==> config.mk <==
export PLATFORM = sky130hd
export DESIGN_NAME = iilc_issue_ctrl
export DESIGN_NICKNAME = d
export VERILOG_FILES = /design/src/iilc_scoreboard.v /design/src/iilc_issue_ctrl.v
export VERILOG_INCLUDE_DIRS = /design/src
export SDC_FILE = /design/constraint.sdc
export NUM_CORES = 1
export LEC_CHECK = 0
export ABC_AREA = 1
export BUFFER_PORTS_ARGS = -buffer_cell sky130_fd_sc_hd__buf_2
export CAP_MARGIN = 20
export CORE_ASPECT_RATIO = 1.75
export CORE_MARGIN = 3
export CORE_UTILIZATION = 40
export CTS_CLUSTER_SIZE = 25
export DETAILED_ROUTE_END_ITERATION = 12
export PLACE_DENSITY = 0.54
export SYNTH_ARGS = -nofsm -noshare
export SYNTH_HDL_FRONTEND = slang
export SYNTH_HIERARCHICAL = 1
export SYNTH_SLANG_ARGS = --single-unit
export TNS_END_PERCENT = 1
==> constraint.sdc <==
create_clock -name ref_clk_i -period 11.7 [get_ports ref_clk_i]
set_clock_uncertainty 0.2 [all_clocks]
set_input_delay 1.17 -clock ref_clk_i [delete_from_list [all_inputs] [get_ports ref_clk_i]]
set_output_delay 1.17 -clock ref_clk_i [all_outputs]
set_load 0.02 [all_outputs]
==> src/iilc_defs.vh <==
// Purpose: Constants for the issue interlock and latency control block.
// Assumes: 16 architectural registers, 100 MHz core clock.
// Notes:   All latencies are in core clock cycles.
`ifndef IILC_DEFS_VH
`define IILC_DEFS_VH

// ****************************************************************
// Instruction classes
// ****************************************************************
`define IILC_CLS_W       4
`define IILC_CLS_DP      4'h0
`define IILC_CLS_DP_SIMM 4'h1
`define IILC_CLS_DP_SREG 4'h2
`define IILC_CLS_LDR     4'h3
`define IILC_CLS_STR     4'h4
`define IILC_CLS_LDRD    4'h5
`define IILC_CLS_STRD    4'h6
`define IILC_CLS_LDM     4'h7
`define IILC_CLS_STM     4'h8
`define IILC_CLS_MUL     4'h9
`define IILC_CLS_MULS    4'ha
`define IILC_CLS_PLD     4'hb

// ****************************************************************
// Latency figures
// ****************************************************************
`define IILC_CNT_W       5
`define IILC_ISS_ONE     5'h01
`define IILC_ISS_TWO     5'h02
`define IILC_LDRD_R12    5'h02
`define IILC_LDM_BASE    5'h02
`define IILC_LDM_PAIR    5'h04
`define IILC_PAIR_REGS   5'h02
`define IILC_RES_DP      5'h01
`define IILC_RES_SIMM    5'h02
`define IILC_RES_SREG    5'h02
`define IILC_RES_LDR     5'h03
`define IILC_RES_LDRD0   5'h03
`define IILC_RES_LDRD1   5'h04
`define IILC_MUL_BASE    5'h01
`define IILC_RES_MUL_MIN 5'h02
`define IILC_MEM_GAP     5'h01
`define IILC_R12         4'hc
`define IILC_NFILL       4
`define IILC_NWBUF       8
`define IILC_CNT_ZERO    5'h00
`define IILC_CNT_ONE     5'h01

`endif

==> src/iilc_scoreboard.v <==
// Purpose: Per-register countdown of cycles until a result is usable.
// Assumes: Two set ports per cycle, one for each of up to two destination registers.
// Notes:   A count of 1 means the next cycle may consume the value.
`timescale 1ns/1ps
`include "iilc_defs.vh"

module iilc_scoreboard (
  input  wire                    ref_clk_i,
  input  wire                    rst_i,
  input  wire                    set0_i,
  input  wire [3:0]              set0_reg_i,
  input  wire [`IILC_CNT_W-1:0]  set0_cnt_i,
  input  wire                    set1_i,
  input  wire [3:0]              set1_reg_i,
  input  wire [`IILC_CNT_W-1:0]  set1_cnt_i,
  input  wire                    shf_i,
  input  wire [15:0]             shf_mask_i,
  output wire [16*`IILC_CNT_W-1:0] cnt_o,
  output wire [15:0]             shf_o
);

  // ****************************************************************
  // Counter array
  // ****************************************************************
  genvar g;
  generate
    for (g = 0; g < 16; g = g + 1) begin : g_reg
      reg [`IILC_CNT_W-1:0] cnt_q;
      reg                   shf_q;
      // Load on issue, else count down to zero
      always @(posedge ref_clk_i) begin
        if (rst_i) begin
          cnt_q <= `IILC_CNT_ZERO;
          shf_q <= 1'b0;
        end else if (set1_i && set1_reg_i == g) begin
          cnt_q <= set1_cnt_i;
          shf_q <= 1'b0;
        end else if (set0_i && set0_reg_i == g) begin
          cnt_q <= set0_cnt_i;
          shf_q <= shf_i & shf_mask_i[g];
        end else if (cnt_q != `IILC_CNT_ZERO) begin
          cnt_q <= cnt_q - `IILC_CNT_ONE;
        end
      end
      assign cnt_o[g*`IILC_CNT_W +: `IILC_CNT_W] = cnt_q;
      assign shf_o[g] = shf_q;
    end
  endgenerate

endmodule // iilc_scoreboard

==> src/iilc_issue_ctrl.v <==
// Purpose: Issue stage interlock: holds instructions until operands,
//          the multiplier and memory buffers are ready.
// Assumes: Decode presents one instruction with valid; it waits on stall.
// Notes:   Multiply duration comes from the multiplier as a cycle count.
`timescale 1ns/1ps
`include "iilc_defs.vh"

module iilc_issue_ctrl (
  input  wire                   ref_clk_i,
  input  wire                   rst_i,
  input  wire                   dec_valid_i,
  input  wire [`IILC_CLS_W-1:0] dec_class_i,
  input  wire [3:0]             dec_rd_i,
  input  wire [3:0]             dec_rn_i,
  input  wire                   dec_rn_use_i,
  input  wire [3:0]             dec_rm_i,
  input  wire                   dec_rm_use_i,
  input  wire [3:0]             dec_rs_i,
  input  wire                   dec_rs_use_i,
  input  wire                   dec_shift_imm_i,
  input  wire                   dec_rotate_right_extend_i,
  input  wire [15:0]            dec_reg_list_i,
  input  wire [1:0]             mul_cycles_i,
  input  wire                   dc_miss_i,
  input  wire                   fill_done_i,
  input  wire                   wbuf_drain_i,
  output reg                    issue_o,
  output reg                    stall_o,
  output reg                    mem_issue_o,
  output reg                    dual_word_o,
  output reg  [3:0]             pair_reg_o
);

  // ****************************************************************
  // Class decode
  // ****************************************************************
  function is_mem;
    input [`IILC_CLS_W-1:0] c;
    begin
      is_mem = (c == `IILC_CLS_LDR) || (c == `IILC_CLS_STR) ||
               (c == `IILC_CLS_LDRD) || (c == `IILC_CLS_STRD) ||
               (c == `IILC_CLS_LDM) || (c == `IILC_CLS_STM) ||
               (c == `IILC_CLS_PLD);
    end
  endfunction

  function is_store;
    input [`IILC_CLS_W-1:0] c;
    begin
      is_store = (c == `IILC_CLS_STR) || (c == `IILC_CLS_STRD) ||
                 (c == `IILC_CLS_STM);
    end
  endfunction

  function is_load;
    input [`IILC_CLS_W-1:0] c;
    begin
      is_load = (c == `IILC_CLS_LDR) || (c == `IILC_CLS_LDRD) ||
                (c == `IILC_CLS_LDM) || (c == `IILC_CLS_PLD);
    end
  endfunction

  // Count of set bits in a register list
  function [`IILC_CNT_W-1:0] popcnt;
    input [15:0] v;
    integer k;
    begin
      popcnt = `IILC_CNT_ZERO;
      for (k = 0; k < 16; k = k + 1)
        popcnt = popcnt + {4'h0, v[k]};
    end
  endfunction

  // ****************************************************************
  // State
  // ****************************************************************
  reg  [`IILC_CNT_W-1:0]  busy_q;      // Issue occupancy left
  reg  [`IILC_CNT_W-1:0]  mul_busy_q;  // Multiplier occupancy left
  reg                     after_ldrd_q;
  reg                     after_ldm_q;
  reg  [2:0]              fill_q;
  reg  [3:0]              wbuf_q;
  wire [16*`IILC_CNT_W-1:0] sb_cnt;
  wire [15:0]             sb_shf;

  reg                     go;
  reg                     hazard;
  reg  [`IILC_CNT_W-1:0]  occ;
  reg  [`IILC_CNT_W-1:0]  res0;
  reg  [`IILC_CNT_W-1:0]  res1;
  reg  [`IILC_CNT_W-1:0]  mlat;
  reg  [`IILC_CNT_W-1:0]  mres;        // Multiply result latency
  reg                     set1;
  reg  [3:0]              rd1;
  reg                     cnt_rd;
  wire [`IILC_CNT_W-1:0]  nregs = popcnt(dec_reg_list_i);
  // Plain ALU results reach a shift-immediate consumer one cycle late
  wire                    shf_prod = ~dec_rotate_right_extend_i &
                                     (dec_class_i == `IILC_CLS_DP ||
                                      dec_class_i == `IILC_CLS_DP_SIMM);

  // Operand hazard against the scoreboard; shift-immediate use adds a cycle
  function src_wait;
    input [3:0] r;
    input       use_it;
    input       shift_use;
    reg   [`IILC_CNT_W-1:0] c;
    begin
      c = sb_cnt[r*`IILC_CNT_W +: `IILC_CNT_W];
      src_wait = use_it && ((c > `IILC_CNT_ONE) ||
                 (c == `IILC_CNT_ONE && shift_use && sb_shf[r]));
    end
  endfunction

  // ****************************************************************
  // Issue decision
  // ****************************************************************
  always @* begin
    mlat = {3'h0, mul_cycles_i} + `IILC_MUL_BASE;
    // A consumer always waits at least one cycle behind a multiply
    mres = (mlat < `IILC_RES_MUL_MIN) ? `IILC_RES_MUL_MIN : mlat;
    hazard = src_wait(dec_rn_i, dec_rn_use_i, 1'b0) |
             src_wait(dec_rm_i, dec_rm_use_i, dec_shift_imm_i) |
             src_wait(dec_rs_i, dec_rs_use_i, 1'b0);
    if (busy_q > `IILC_CNT_ONE)
      hazard = 1'b1;
    if (after_ldm_q)
      hazard = 1'b1;
    if (after_ldrd_q && is_mem(dec_class_i))
      hazard = 1'b1;
    if ((dec_class_i == `IILC_CLS_MUL || dec_class_i == `IILC_CLS_MULS) &&
        mul_busy_q > `IILC_CNT_ONE)
      hazard = 1'b1;
    if (is_load(dec_class_i) && fill_q == `IILC_NFILL)
      hazard = 1'b1;
    if (is_store(dec_class_i) && wbuf_q == `IILC_NWBUF)
      hazard = 1'b1;
    go = dec_valid_i & ~hazard;
    // Issue occupancy and result latency per class
    occ = `IILC_ISS_ONE;
    res0 = `IILC_RES_DP;
    res1 = `IILC_CNT_ZERO;
    set1 = 1'b0;
    rd1 = dec_rd_i | 4'h1;
    cnt_rd = 1'b1;
    case (dec_class_i)
      `IILC_CLS_DP_SIMM: res0 = `IILC_RES_DP;
      `IILC_CLS_DP_SREG: begin
        occ = `IILC_ISS_TWO;
        res0 = `IILC_RES_SREG;
      end
      `IILC_CLS_LDR: res0 = `IILC_RES_LDR;
      `IILC_CLS_STR, `IILC_CLS_STRD, `IILC_CLS_STM, `IILC_CLS_PLD: begin
        cnt_rd = 1'b0;
        if (dec_class_i == `IILC_CLS_STRD)
          occ = `IILC_ISS_TWO;
        if (dec_class_i == `IILC_CLS_STM)
          occ = (nregs == `IILC_PAIR_REGS) ? `IILC_LDM_PAIR : `IILC_LDM_BASE + nregs;
      end
      `IILC_CLS_LDRD: begin
        occ = (dec_rd_i == `IILC_R12) ? `IILC_LDRD_R12 : `IILC_ISS_ONE;
        res0 = `IILC_RES_LDRD0;
        res1 = `IILC_RES_LDRD1;
        set1 = 1'b1;
      end
      `IILC_CLS_LDM: begin
        occ = (nregs == `IILC_PAIR_REGS) ? `IILC_LDM_PAIR : `IILC_LDM_BASE + nregs;
        cnt_rd = 1'b0;
      end
      `IILC_CLS_MUL: res0 = mres;
      `IILC_CLS_MULS: begin
        occ = mlat;
        res0 = mres;
      end
      default: res0 = `IILC_RES_DP;
    endcase
    if (dec_rotate_right_extend_i) begin
      occ = `IILC_ISS_TWO;
      res0 = `IILC_RES_SREG;
    end
  end

  // ****************************************************************
  // Scoreboard
  // ****************************************************************
  iilc_scoreboard u_sb (
    .ref_clk_i  (ref_clk_i),
    .rst_i      (rst_i),
    .set0_i     (go & cnt_rd),
    .set0_reg_i (dec_rd_i),
    .set0_cnt_i (res0),
    .set1_i     (go & set1),
    .set1_reg_i (rd1),
    .set1_cnt_i (res1),
    .shf_i      (shf_prod),
    .shf_mask_i (16'hffff),
    .cnt_o      (sb_cnt),
    .shf_o      (sb_shf)
  );

  // ****************************************************************
  // Occupancy, resources and outputs
  // ****************************************************************
  always @(posedge ref_clk_i) begin
    if (rst_i) begin
      busy_q <= `IILC_CNT_ZERO;
      mul_busy_q <= `IILC_CNT_ZERO;
      after_ldrd_q <= 1'b0;
      after_ldm_q <= 1'b0;
      fill_q <= 3'h0;
      wbuf_q <= 4'h0;
      issue_o <= 1'b0;
      stall_o <= 1'b0;
      mem_issue_o <= 1'b0;
      dual_word_o <= 1'b0;
      pair_reg_o <= 4'h0;
    end else begin
      if (go)
        busy_q <= occ;
      else if (busy_q != `IILC_CNT_ZERO)
        busy_q <= busy_q - `IILC_CNT_ONE;
      if (go && (dec_class_i == `IILC_CLS_MUL || dec_class_i == `IILC_CLS_MULS))
        mul_busy_q <= mlat;
      else if (mul_busy_q != `IILC_CNT_ZERO)
        mul_busy_q <= mul_busy_q - `IILC_CNT_ONE;
      // One-cycle penalty window after double loads, occupancy-length window after multiple loads
      if (go)
        after_ldrd_q <= (dec_class_i == `IILC_CLS_LDRD);
      else if (!after_ldrd_q || !dec_valid_i || is_mem(dec_class_i))
        after_ldrd_q <= 1'b0;
      if (go)
        after_ldm_q <= (dec_class_i == `IILC_CLS_LDM);
      else if (busy_q <= `IILC_ISS_TWO)
        after_ldm_q <= 1'b0;                                   // Occupancy alone sets the wait
      // Fill buffer count: allocate on miss, release on fill
      fill_q <= fill_q + {2'h0, dc_miss_i} - {2'h0, fill_done_i & (fill_q != 3'h0)};
      wbuf_q <= wbuf_q + {3'h0, go & is_store(dec_class_i)} -
                {3'h0, wbuf_drain_i & (wbuf_q != 4'h0)};
      issue_o <= go;
      stall_o <= dec_valid_i & hazard;
      mem_issue_o <= go & is_mem(dec_class_i);
      dual_word_o <= go & (dec_class_i == `IILC_CLS_LDRD ||
                           dec_class_i == `IILC_CLS_STRD);
      pair_reg_o <= dec_rd_i & 4'he;
    end
  end

endmodule // iilc_issue_ctrl

== After elaboration in Yosys (flattened, before gate mapping) ==
Index checks and enable logic that the tools add are counted.

* Register bits: 123
* Bits of input ports: 49
* Output and inout bits: 8
* Logic and storage cells: 328

* $add $sub $neg: 39
* Multipliers: 3
* Order comparisons: 8
* Equality and inequality tests: 37
* Shifts and indexed selects: 3
* Muxes and demuxes: 69
* Bitwise gates (word level): 14
* Reductions and logical operators: 111

{| class="wikitable"
|+ Operators by type and width
! kind !! number
|-
| 5-bit two-way mux || 49
|-
| 80-bit by 8-bit variable part select with 5-bit output || 3
|-
| 5-bit nonzero test || 18
|-
| 5-bit by 1-bit subtractor with 5-bit output, second input constant || 18
|-
| 5-bit by 1-bit adder with 5-bit output || 11
|-
| 4-bit == test, second input constant || 13
|-
| 1-bit logical AND || 35
|-
| 4-bit by 3-bit == test with 1-bit output, second input constant || 8
|-
| 3-bit nonzero test || 10
|-
| 5-bit by 1-bit greater-than comparator with 1-bit output, second input constant || 5
|-
| 5-bit case mux with 5 select lines || 1
|-
| 2-bit nonzero test || 11
|-
| 2-bit OR reduction || 11
|-
| 4-bit by 3-bit multiplier with 7-bit output, second input constant || 3
|-
| 1-bit logical OR || 17
|-
| 4-bit by 2-bit == test with 1-bit output, second input constant || 4
|-
| 3-bit == test, second input constant || 5
|-
| 1-bit two-way mux || 13
|-
| 4-bit zero test || 3
|-
| 1-bit bitwise AND || 10
|-
| 3-bit case mux with 3 select lines || 1
|-
| 4-bit by 1-bit == test with 1-bit output, second input constant || 2
|-
| 3-bit by 2-bit == test with 1-bit output, second input constant || 2
|-
| 3-bit two-way mux || 2
|-
| 25 further kinds || 29
|}

== Logic depth before layout (Yosys ltp) ==
Gate-level depths: netlist of the first run.

* Depth after elaboration: 21
* Depth in mapped cells: 23
* Depth with buffers taken out: 22

== Hierarchy ==
Netlist of the first run, hierarchy kept.

{| class="wikitable"
|+ By module, submodules not included
! module !! times used !! cells an instance !! area an instance (um^2) !! seq. area each (um^2)
|-
| iilc_scoreboard || 1 || 1023 || 6358.6 || 1921.8
|-
| iilc_issue_ctrl || 1 || 509 || 3098.0 || 520.5
|}

== Worst setup path after synthesis of the first run ==
OpenSTA, ideal clock, no wires.

* Path kind: input -> register
* Start: input dec_reg_list_i[0]
* End: register busy_q[1]
* Library setup time: 0.113 ns
* Data arrival time: 4.687 ns
* Required time: 11.387 ns
* Setup slack: 6.701 ns
* Stages: 17
* Buffers on the path: 0
* Cells stage by stage: inv_1 fa_1 fa_1 fa_1 fa_1 inv_1 ha_1 inv_1 fa_1 inv_1 o21ai_0 a2111oi_0 o311ai_0 nand2_1 nand2_1 nand2_1 nand2_1

* Word-level cells in the longest chain between the ends: 21
* Elaborated cells between the ends (all ways): 22
* Classes of those cells: add/sub: 16; eq/ne: 1; mux: 5

{| class="wikitable"
|+ Ends and longest elaborated chain
! what !! line !! source
|-
| start: declaration || iilc_issue_ctrl.v:22 || <nowiki>input wire [15:0] dec_reg_list_i,</nowiki>
|-
| 1-bit by 1-bit adder with 2-bit output * || iilc_issue_ctrl.v:70 || <nowiki>popcnt = popcnt + {4'h0, v[k]};</nowiki>
|-
| 2-bit by 1-bit adder with 3-bit output * || iilc_issue_ctrl.v:70 ||
|-
| 3-bit by 1-bit adder with 4-bit output * || iilc_issue_ctrl.v:70 ||
|-
| 4-bit by 1-bit adder with 5-bit output * || iilc_issue_ctrl.v:70 ||
|-
| 5-bit by 1-bit adder with 5-bit output * (11 in series) || iilc_issue_ctrl.v:70 ||
|-
| 2-bit by 5-bit adder with 5-bit output (no line) / 5-bit by 2-bit == test with 1-bit output (equally long branches) || - ||
|-
| 5-bit two-way mux * || iilc_issue_ctrl.v:158, iilc_issue_ctrl.v:167 ||
|-
| 5-bit two-way mux || iilc_issue_ctrl.v:157 || <nowiki>if (dec_class_i == `IILC_CLS_STM)</nowiki>
|-
| 5-bit case mux with 5 select lines * || iilc_issue_ctrl.v:146 || <nowiki>case (dec_class_i)</nowiki>
|-
| 5-bit two-way mux * || iilc_issue_ctrl.v:177 || <nowiki>if (dec_rotate_right_extend_i) begin</nowiki>
|-
| 5-bit two-way mux * || iilc_issue_ctrl.v:218 || <nowiki>if (go)</nowiki>
|-
| end signal: assignment || iilc_issue_ctrl.v:206 || <nowiki>busy_q <= `IILC_CNT_ZERO;</nowiki>
|-
| end signal: assignment || iilc_issue_ctrl.v:221 || <nowiki>busy_q <= busy_q - `IILC_CNT_ONE;</nowiki>
|-
| end: declaration || iilc_issue_ctrl.v:77 || <nowiki>reg [`IILC_CNT_W-1:0] busy_q;</nowiki>
|}

Mark *: on every way between the ends. The rest lies on a longest branch, timed or not.
A chain may end at the register's enable or synchronous reset.

== Worst setup path after layout of the first run ==
Same ends and word-level chain as after synthesis.

==> results.md, run 1 <==
- WL final: 32600 um
- Avg Cell Area, Syn: 6.17 um^2
- Commonest non-fill, non-tap cell in the layout: nand2_1
- Seq cells post-synth: 122
- WP data required: 11830 ps
- Vias per cell: 5.28
- Core ar.: 23000 um^2
- Peak supply drop: 0.000124 V
- Outcome: completed
- Fraction of synthesized cell area in xor and xnor cells: 0.0287
- # port buffers: 55
- Largest net degree at the start of global routing: 51
- IO Count: 57
- Delay-heaviest family, CP: adder cells
- Worst slew margin: 0.534
- Final Hold Viols: 0
- Yosys Warn Count: 6
- Total power: 2.65 mW
- Sequential element share of the synthesized area: 0.258
- Crit-path cells: buf_2 > inv_1 > fa_1 > fa_1 > fa_1 > fa_1 > inv_1 > ha_1 > inv_1 > fa_1 > inv_1 > o21ai_0 > a2111oi_0 > o311ai_0 > nand2_1 > nand2_1 > nand2_1 > nand2_1
- Power Density: 248 nW/um^2
- H-tree depth: 4
- Sink Count: 122
- Leak: 5.18 nW
- Largest area contributor in the netlist: dfxtp_1
- P&R area growth vs syn: 12.8%
- Placer Congestion: 0.912
- Most frequent cells in the layout: nand2_1 (306), nor2_1 (239), inv_1 (199), nand3_1 (169), dfxtp_1 (122)
- DIE WIDTH: 122 um
- Initial Utilization: 0.411
- Fill count: 2594
- Buffers and inverters on the worst path: 5
- Std cell rows: 73
- Slew @ Worst Pin: 698 ps
- Pre-antenna DRT Iters: 5
- Placed Area: 10000 um^2
- ANT nets after route: 0
- RSZ-0062 raised after global routing: no
- Wirelength per Cell: 17.0 um
- Worst Path Max Fanout: 3
- N_diodes: 0
- TritonCTS buffer count: 17
- Share of layout cells above drive strength 1: 0.0810
- Clock Tree Buf Depth: 2
- Compound-cell area share of the yosys netlist: 0.143
- Residual DRC: 0
- CP max stage cell: a2111oi_0
- Critical path class: input port to flop
- Synthesized area: 9460 um^2
- TritonCTS clock tree: built
- Type of destination of the critical path: flop
- Initial antenna violation count: 0
- Crit path top cell by count: fa_1
- Post-synthesis mux area share: 0
- Hold/Removal Path Class: flop to flop
- Design Area, Final: 10700 um^2
- First-pass GRT wire length: 51000 um
- Die ar.: 25600 um^2
- Synth Area in Simple Gates: 0.376
- Die H: 209 um
- Initial DRC Count: 694
- Largest family of logic cells by synthesized area: simple AND/OR/NAND/NOR gates
- Gr ovfl total: 0
- Final Cycle Share: 0.444
- Number of hold buffers added after CTS: 0
- FMAX: 0.192 GHz
- Synth area leaders: dfxtp_1 (26%), nand2_1 (12%), nor2_1 (9.5%)
- Final core utilization: 0.463
- Crit path DAT: 5330 ps
- Final hold slack: 246 ps
- DP Wirelength: 24800 um
- Cell variety after synth: 47
- Vias: 10100
- Min Tclk post-route: 5200 ps
- Post-CTS Setup Bufs: 0
- Worst skew pair latency: 430 ps
- Largest stage delay, worst path: 590 ps
- Critical path launch point type: input port
- Synth Instances: 1532
- Vias in the first global route: 9762
- Total track usage: 0.258
- Setup TNS: 0 ps
- Root Buffer: clkbuf_16
- Max-cap viol count: 0
- Nets: 1703
- Post-synthesis adder-cell area fraction: 0.0757
- Top-area cell type share of the netlist area: 0.258
- Clock Pin Slew Worst Setup and Hold Paths: 60 ps
- Post_cts resized: 0
- Count of pins over their slew limit: 0
- Final setup fails: 0
## per-layer routing
| layer | wire (um) | GRT usage |
|---|---|---|
| met2 | 17500 | 0.486 |
| met5 | 0 | 0 |
| met1 | 12300 | 0.278 |
| met4 | 1440 | 0.120 |
| met3 | 1380 | 0.0340 |
## synth_stat cells (all sizes together)
cell type and count:
nand2 309, nor2 252, inv 209, nand3 177
dfxtp 122, o21ai 115, a21oi 102, ha 38
buf 34, nand4 24, nor3 22, xor2 22
clkbuf 20, o211ai 18, nor4 14, fa 12
nand3b 11, xnor2 9, a21boi 5, a31oi 3
conb 2, or2 2, a2111oi 1, a211oi 1
a22oi 1, and3 1, nor3b 1, o2111ai 1
o311ai 1, o31a 1, o31ai 1, o32ai 1
## registers in the layout, indices dropped and copies added, names as in the netlist
name,count
pair_reg_o,3
u_sb/g.shf_q,16
issue_o,1
mem_issue_o,1
after_ldm_q,1
busy_q,5
u_sb/g.cnt_q,80
dual_word_o,1
mul_busy_q,5
fill_q,3
stall_o,1
after_ldrd_q,1
wbuf_q,4
## worst register-to-register path: cells and delay by family, from the launching register on
family / cells / cell delay [ps]
flops: 1 / 340
compound gates: 1 / 140
simple gates: 18 / 2490
buf+inv: 2 / 510
## cell families (layout without fill, tap and decap cells)
logic type / count (synthesis) / count (layout)
other: 2 / 46
buffers and inverters: 263 / 304
XOR/XNOR: 31 / 31
adder cells (fa/ha/maj): 50 / 50
flip-flops: 122 / 122
AO/OA/AOI/OAI: 251 / 251
AND/OR/NAND/NOR: 813 / 813
## cell type report
cell class                 instances  area (um^2)  share of cell area
clock buffer                      25          505              0.0474
clock inverter                     7          135              0.0127
inverter                         209          792              0.0743
multi-input combinational       1191         6080               0.570
sequential                       122         2440               0.229
tap                              300          375              0.0352
timing repair buffer              63          335              0.0314
## report_power, final
part	total, mW	internal [mW]	switching (mW)	leakage (nW)
logic	1.39	0.537	0.850	3.85
registers	0.680	0.558	0.122	1.01
clock network	0.581	0.384	0.198	0.317
## per-stage QoR
step	std cells	setup slack [ps]
floorplan	1576	6700
global placement	1884	6130
detailed placement	1884	6110
CTS	1916	6580
global route	1917	6340
finish	1917	6500
## final timing paths
kind,from,endpoint,slack (ps),cells after the start
worst max-delay path,dec_reg_list_i[0],busy_q[1],6500,18
worst min-delay path,mul_busy_q[4],mul_busy_q[4],250,2
worst max register to register,u_sb/g_reg[5].cnt_q[2],u_sb/g_reg[3].cnt_q[1],7920,21
worst min register to register,mul_busy_q[4],mul_busy_q[4],250,2
No activity file was read; power rests on OpenSTA's default activity.
==> inputs of run 2 (changes only) <==
--- a/config.mk
+++ b/config.mk
@@ -14,7 +14,7 @@
 export CORE_UTILIZATION = 40
 export CTS_CLUSTER_SIZE = 25
 export DETAILED_ROUTE_END_ITERATION = 12
-export PLACE_DENSITY = 0.54
+export PLACE_DENSITY = 0.56
 export SYNTH_ARGS = -nofsm -noshare
 export SYNTH_HDL_FRONTEND = slang
 export SYNTH_HIERARCHICAL = 1
==> constraint.sdc (replaced) <==
create_clock -name ref_clk_i -period 4.2 [get_ports ref_clk_i]
set_clock_uncertainty 0.2 [all_clocks]
set_input_delay 0.42 -clock ref_clk_i [delete_from_list [all_inputs] [get_ports ref_clk_i]]
set_output_delay 0.42 -clock ref_clk_i [all_outputs]
set_load 0.02 [all_outputs]
==> results.md, run 2 (same netlist as run 1, synthesis figures left out) <==
- Max-cap viol count: 0 (unchanged)
- Final Cycle Share: 0.964
- Count of pins over their slew limit: 0 (unchanged)
- Worst Path Max Fanout: 3 (unchanged)
- Initial antenna violation count: 0 (unchanged)
- Final setup fails: 0 (unchanged)
- Crit path DAT: 4180 ps (was 5330 ps)
- Number of cells after detailed placement: 1921 (was 1884)
- Slew @ Worst Pin: 1130 ps (was 698 ps)
- Final Hold Viols: 0 (unchanged)
- DP Wirelength: 24500 um (was 24800 um)
- Initial Utilization: 0.411 (unchanged)
- Critical path class: input port to flop (unchanged)
- Commonest non-fill, non-tap cell in the layout: nand2_1 (unchanged)
- Wirelength per Cell: 16.6 um (was 17.0 um)
- Regs by FF count: u_sb/g.cnt_q: 80 flops, u_sb/g.shf_q: 16 flops (unchanged)
- H-tree depth: 4 (unchanged)
- Critical path launch point type: input port (unchanged)
- DIE WIDTH: 122 um (unchanged)
- Clock Pin Slew Worst Setup and Hold Paths: 60 ps (about the same)
- RSZ-0062 raised after global routing: yes (was no)
- N_diodes: 0 (unchanged)
- Placer Congestion: 0.925 (was 0.912)
- Gr ovfl total: 0 (unchanged)
- Top reg by flops: u_sb/g.cnt_q (unchanged)
- TritonCTS buffer count: 17 (unchanged)
- Nets: 1739 (was 1703)
- Worst slew margin: 0.244 (was 0.534)
- Total power: 7.34 mW (was 2.65 mW)
- Clock Tree Buf Depth: 2 (unchanged)
- Hold/Removal Path Class: input port to flop (was flop to flop)
- Number of hold buffers added after CTS: 0 (unchanged)
- Min Tclk post-route: 4050 ps
- Die H: 209 um (unchanged)
- Share of layout cells above drive strength 1: 0.105 (was 0.0810)
- IO Count: 57 (unchanged)
- WL final: 32500 um (was 32600 um)
- Vias: 10300 (was 10100)
- Root Buffer: clkbuf_16 (unchanged)
- Std cell rows: 73 (unchanged)
- P&R area growth vs syn: 15.1% (was 12.8%)
- Worst skew pair latency: 440 ps (was 430 ps)
- Total track usage: 0.258 (about the same)
- Leak: 5.32 nW (was 5.18 nW)
- Initial DRC Count: 820 (was 694)
- Post-CTS Setup Bufs: 0 (unchanged)
- TritonCTS clock tree: built (unchanged)
- Core ar.: 23000 um^2 (unchanged)
- Most frequent cells in the layout: nand2_1 (306), nor2_1 (239), inv_1 (197), nand3_1 (169), dfxtp_1 (122) (was nand2_1 (306), nor2_1 (239), inv_1 (199), nand3_1 (169), dfxtp_1 (122))
- ANT nets after route: 0 (unchanged)
- Pre-antenna DRT Iters: 7 (was 5)
- Power Density: 674 nW/um^2 (was 248 nW/um^2)
- Type of destination of the critical path: flop (unchanged)
- Residual DRC: 0 (unchanged)
- # port buffers: 55 (unchanged)
- WP data required: 4330 ps (was 11830 ps)
- Cell Count, Final, Fillers Out: 1953 (was 1917)
- Outcome: completed (unchanged)
- Sink Count: 122 (unchanged)
- Peak supply drop: 0.000345 V (was 0.000124 V)
- FMAX: 0.247 GHz
- Die ar.: 25600 um^2 (unchanged)
- Vias in the first global route: 9830 (was 9762)
- Max reg flops: 80 (unchanged)
- Vias per cell: 5.25 (was 5.28)
- Largest net degree at the start of global routing: 50 (was 51)
- First-pass GRT wire length: 50900 um (was 51000 um)
## run 2: per-layer routing
metal	vias to the layer above	track usage	wire (um)
li1	5151	-	-
met1	4713	0.283	12500
met2	314	0.471	16900
met3	84	0.0445	1580
met4	0	0.121	1510
met5	-	0	0
## run 2: what timing repair did
item	CTS	global route
resized for setup	0	8
endpoints found under the setup margin	0	2
hold endpoints to repair	0	0
## run 2: per-stage QoR
stage	utilization	worst slack [ps]	area (um^2)	hold WS (ps)	setup TNS [ps]
2_1_floorplan	-	17.0	9620	223	0
6_report	0.473	153	10900	121	0
3_3_place_gp	0.447	-222	10300	239	-517
3_5_place_dp	0.447	-338	10300	240	-855
4_1_cts	0.472	124	10900	97.8	0
5_1_grt	0.473	-42.1	10900	116	-42.1
## run 2: critical path: stages
cell,delay [ps]
buf_2,70
inv_1,40
fa_1,550
fa_1,450
fa_1,540
fa_1,410
inv_1,70
ha_2,170
inv_2,40
fa_2,610
inv_2,50
ha_1,270
inv_1,60
nand2_1,50
a22oi_1,150
o21ai_1,70
o21ai_0,70
nor2_1,50
## run 2: path summary, 6_finish.rpt
check / cells after the start / end / startpoint / slack, ps
hold / removal: 2 / stall_o / dec_valid_i / 120
setup / recovery: 18 / busy_q[2] / dec_reg_list_i[11] / 150
setup reg to reg: 20 / u_sb/g_reg[10].cnt_q[1] / busy_q[1] / 440
hold reg to reg: 2 / mul_busy_q[4] / mul_busy_q[4] / 250
## run 2: cell type report
type	instances	area (um^2)
Clock buffer	24	482
Timing Repair Buffer	99	606
Clock inverter	8	92.6
Multi-Input combinational cell	1191	6100
Fill cell	2549	12100
Inverter	209	792
Tap cell	300	375
Sequential cell	122	2440
## run 2: where the power goes
| group | internal (mW) | total (mW) | leakage (nW) | switching (mW) |
|---|---|---|---|---|
| clock | 0.914 | 1.47 | 0.284 | 0.554 |
| combinational | 1.58 | 3.99 | 4.03 | 2.40 |
| sequential | 1.55 | 1.89 | 1.01 | 0.331 |
==> inputs of run 3 (changes only) <==
--- a/config.mk
+++ b/config.mk
@@ -14,6 +14,7 @@
 export CORE_UTILIZATION = 40
 export CTS_CLUSTER_SIZE = 25
 export DETAILED_ROUTE_END_ITERATION = 12
+export GPL_TIMING_DRIVEN = 0
 export PLACE_DENSITY = 0.56
 export SYNTH_ARGS = -nofsm -noshare
 export SYNTH_HDL_FRONTEND = slang
==> results.md, run 3 (same netlist as run 1, synthesis figures left out) <==
- Worst skew pair latency: 440 ps (about the same)
- ANT nets after route: 0 (unchanged)
- Commonest non-fill, non-tap cell in the layout: nand2_1 (unchanged)
- Worst slew margin: 0.233 (was 0.244)
- Final hold slack: 107 ps (was 121 ps)
- Critical path class: input port to flop (unchanged)
- Worst Hold Launch: dec_rd_i[1] (was dec_valid_i)
- TritonCTS buffer count: 17 (unchanged)
- Post-CTS Setup Bufs: 0 (unchanged)
- Cell Count, Final, Fillers Out: 1961 (was 1953)
- Hold/Removal Path Class: input port to flop (unchanged)
- Hold depth: 3 (was 2)
- Total power: 7.40 mW (was 7.34 mW)
- Initial DRC Count: 803 (was 820)
- Wirelength per Cell: 17.4 um (was 16.6 um)
- Std cell rows: 73 (unchanged)
- Sink Count: 122 (unchanged)
- Clock Tree Buf Depth: 2 (unchanged)
- Crit path DAT: 4260 ps (was 4180 ps)
- Placer Congestion: 0.951 (was 0.925)
- # port buffers: 52 (was 55)
- TritonCTS clock tree: built (unchanged)
- Vias in the first global route: 10100 (was 9830)
- Placed Area: 10300 um^2 (about the same)
- Final critical-path setup slack: 67.8 ps (was 153 ps)
- Residual DRC: 0 (unchanged)
- Die ar.: 25600 um^2 (unchanged)
- Final core utilization: 0.474 (was 0.473)
- Critical path launch point type: input port (unchanged)
- Initial antenna violation count: 0 (unchanged)
- CP max stage cell: fa_1 (was fa_2)
- Share of layout cells above drive strength 1: 0.0987 (was 0.105)
- Count of pins over their slew limit: 0 (unchanged)
- First-pass GRT wire length: 53400 um (was 50900 um)
- Worst Hold Path EP: pair_reg_o[1] (was stall_o)
- Reg2Reg Capture Point: u_sb/g_reg[11].cnt_q[1] (was u_sb/g_reg[10].cnt_q[1])
- Outcome: completed (unchanged)
- DP Worst Slack: -631 ps (was -338 ps)
- WP data required: 4330 ps (about the same)
- R2R cell count: 17 (was 20)
- DIE WIDTH: 122 um (unchanged)
- Max reg flops: 80 (unchanged)
- RSZ-0062 raised after global routing: yes (unchanged)
- Clock Pin Slew Worst Setup and Hold Paths: 60 ps (about the same)
- Initial Utilization: 0.411 (unchanged)
- Setup TNS: 0 ps (unchanged)
- FMAX: 0.242 GHz (was 0.247 GHz)
- Vias: 10400 (was 10300)
- Die H: 209 um (unchanged)
- IO Count: 57 (unchanged)
- Max-cap viol count: 0 (unchanged)
- Final Cycle Share: 0.984 (was 0.964)
- Largest net degree at the start of global routing: 17 (was 50)
- Slew @ Worst Pin: 1150 ps (was 1130 ps)
- Leak: 5.31 nW (was 5.32 nW)
- Largest stage delay, worst path: 550 ps (was 610 ps)
- Met2 routed WL: 17300 um (was 16900 um)
- Pre-antenna DRT Iters: 7 (unchanged)
- Most frequent cells in the layout: nand2_1 (305), nor2_1 (234), inv_1 (200), nand3_1 (168), dfxtp_1 (122) (was nand2_1 (306), nor2_1 (239), inv_1 (197), nand3_1 (169), dfxtp_1 (122))
- Delay-heaviest family, CP: adder cells (unchanged)
- Root Buffer: clkbuf_16 (unchanged)
- Regs by FF count: u_sb/g.cnt_q: 80 flops, u_sb/g.shf_q: 16 flops (unchanged)
- Final setup fails: 0 (unchanged)
- Uppermost layer routed: met4 (unchanged)
- Flop-to-flop setup slack: 360 ps (was 440 ps)
- Post-Route M1 WL: 12600 um (was 12500 um)
- Design Area, Final: 10900 um^2 (about the same)
- Gr ovfl total: 0 (unchanged)
- Total track usage: 0.274 (was 0.258)
- Met3 Wirelength: 1720 um (was 1580 um)
- Core ar.: 23000 um^2 (unchanged)
- Power Density: 678 nW/um^2 (was 674 nW/um^2)
- Crit path top cell by count: fa_1 (unchanged)
- DP Wirelength: 26500 um (was 24500 um)
- Vias per cell: 5.30 (was 5.25)
- Type of destination of the critical path: flop (unchanged)
- Min Tclk post-route: 4130 ps (was 4050 ps)
- Final Hold Viols: 0 (unchanged)
- N_diodes: 0 (unchanged)
- Worst Path Max Fanout: 3 (unchanged)
- Buffers and inverters on the worst path: 5 (was 6)
- Crit-path cells: buf_2 > inv_1 > fa_1 > fa_1 > fa_1 > fa_1 > inv_1 > ha_1 > inv_1 > fa_1 > inv_1 > o21ai_0 > a2111oi_2 > o311ai_1 > nand2_1 > nand2_1 > nand2_1 > nand2_1 (was buf_2 > inv_1 > fa_1 > fa_1 > fa_1 > fa_1 > inv_1 > ha_2 > inv_2 > fa_2 > inv_2 > ha_1 > inv_1 > nand2_1 > a22oi_1 > o21ai_1 > o21ai_0 > nor2_1)
- WL final: 34200 um (was 32500 um)
- Peak supply drop: 0.000287 V (was 0.000345 V)
- Top reg by flops: u_sb/g.cnt_q (unchanged)
- Number of cells after detailed placement: 1929 (was 1921)
- R2r startpoint: busy_q[1] (unchanged)
- P&R area growth vs syn: 15.4% (was 15.1%)
- Nets: 1748 (was 1739)
- H-tree depth: 4 (unchanged)
[run 3: cell types whose count changed in the layout (fill, tap and decap cells not counted), sizes merged]
cell,delta
clkbuf,+20
buf,-12
dlygate4sd3,+1
clkinv,-1
[run 3: how the worst max path moves through the flow]
stage	start	to	cells after the start
floorplan	dec_reg_list_i[0]	busy_q[2]	17
global placement	dec_reg_list_i[0]	busy_q[1]	18
detailed placement	dec_reg_list_i[0]	busy_q[1]	18
CTS	dec_reg_list_i[0]	busy_q[1]	18
global route	dec_reg_list_i[0]	busy_q[1]	18
finish	dec_reg_list_i[0]	busy_q[1]	18
[run 3: area by class of cell]
| type | count | area [um^2] |
|---|---|---|
| Buffer | 54 | 318 |
| Clock buffer | 24 | 512 |
| Multi-Input combinational cell | 1191 | 6110 |
| Tap cell | 300 | 375 |
| Sequential cell | 122 | 2440 |
| Inverter | 209 | 792 |
| Timing Repair Buffer | 54 | 282 |
| Clock inverter | 7 | 87.6 |
| Fill cell | 2547 | 12100 |
[run 3: what timing repair did]
item / 4_1_cts / 5_1_grt
resized for setup: 2 / 8
hold buffers: 1 / 0
hold endpoints to repair: 2 / 0
gates cloned: 0 / 0
endpoints found under the setup margin: 1 / 41
pin swaps: 0 / 0
[run 3: tightest hold or removal path, cell delays in order]
cell and delay (ps):
buf_2 170, inv_1 70, nor2_1 40
[run 3: report_power, final]
group	switching (mW)	internal, mW
Combinational	2.46	1.52
Clock	0.568	0.960
Sequential	0.337	1.55
[run 3: per-layer routing]
metal,global-route usage,vias to the layer above
li1,-,5175
met1,0.293,4740
met2,0.486,362
met4,0.177,0
met3,0.0469,116
met5,0,-
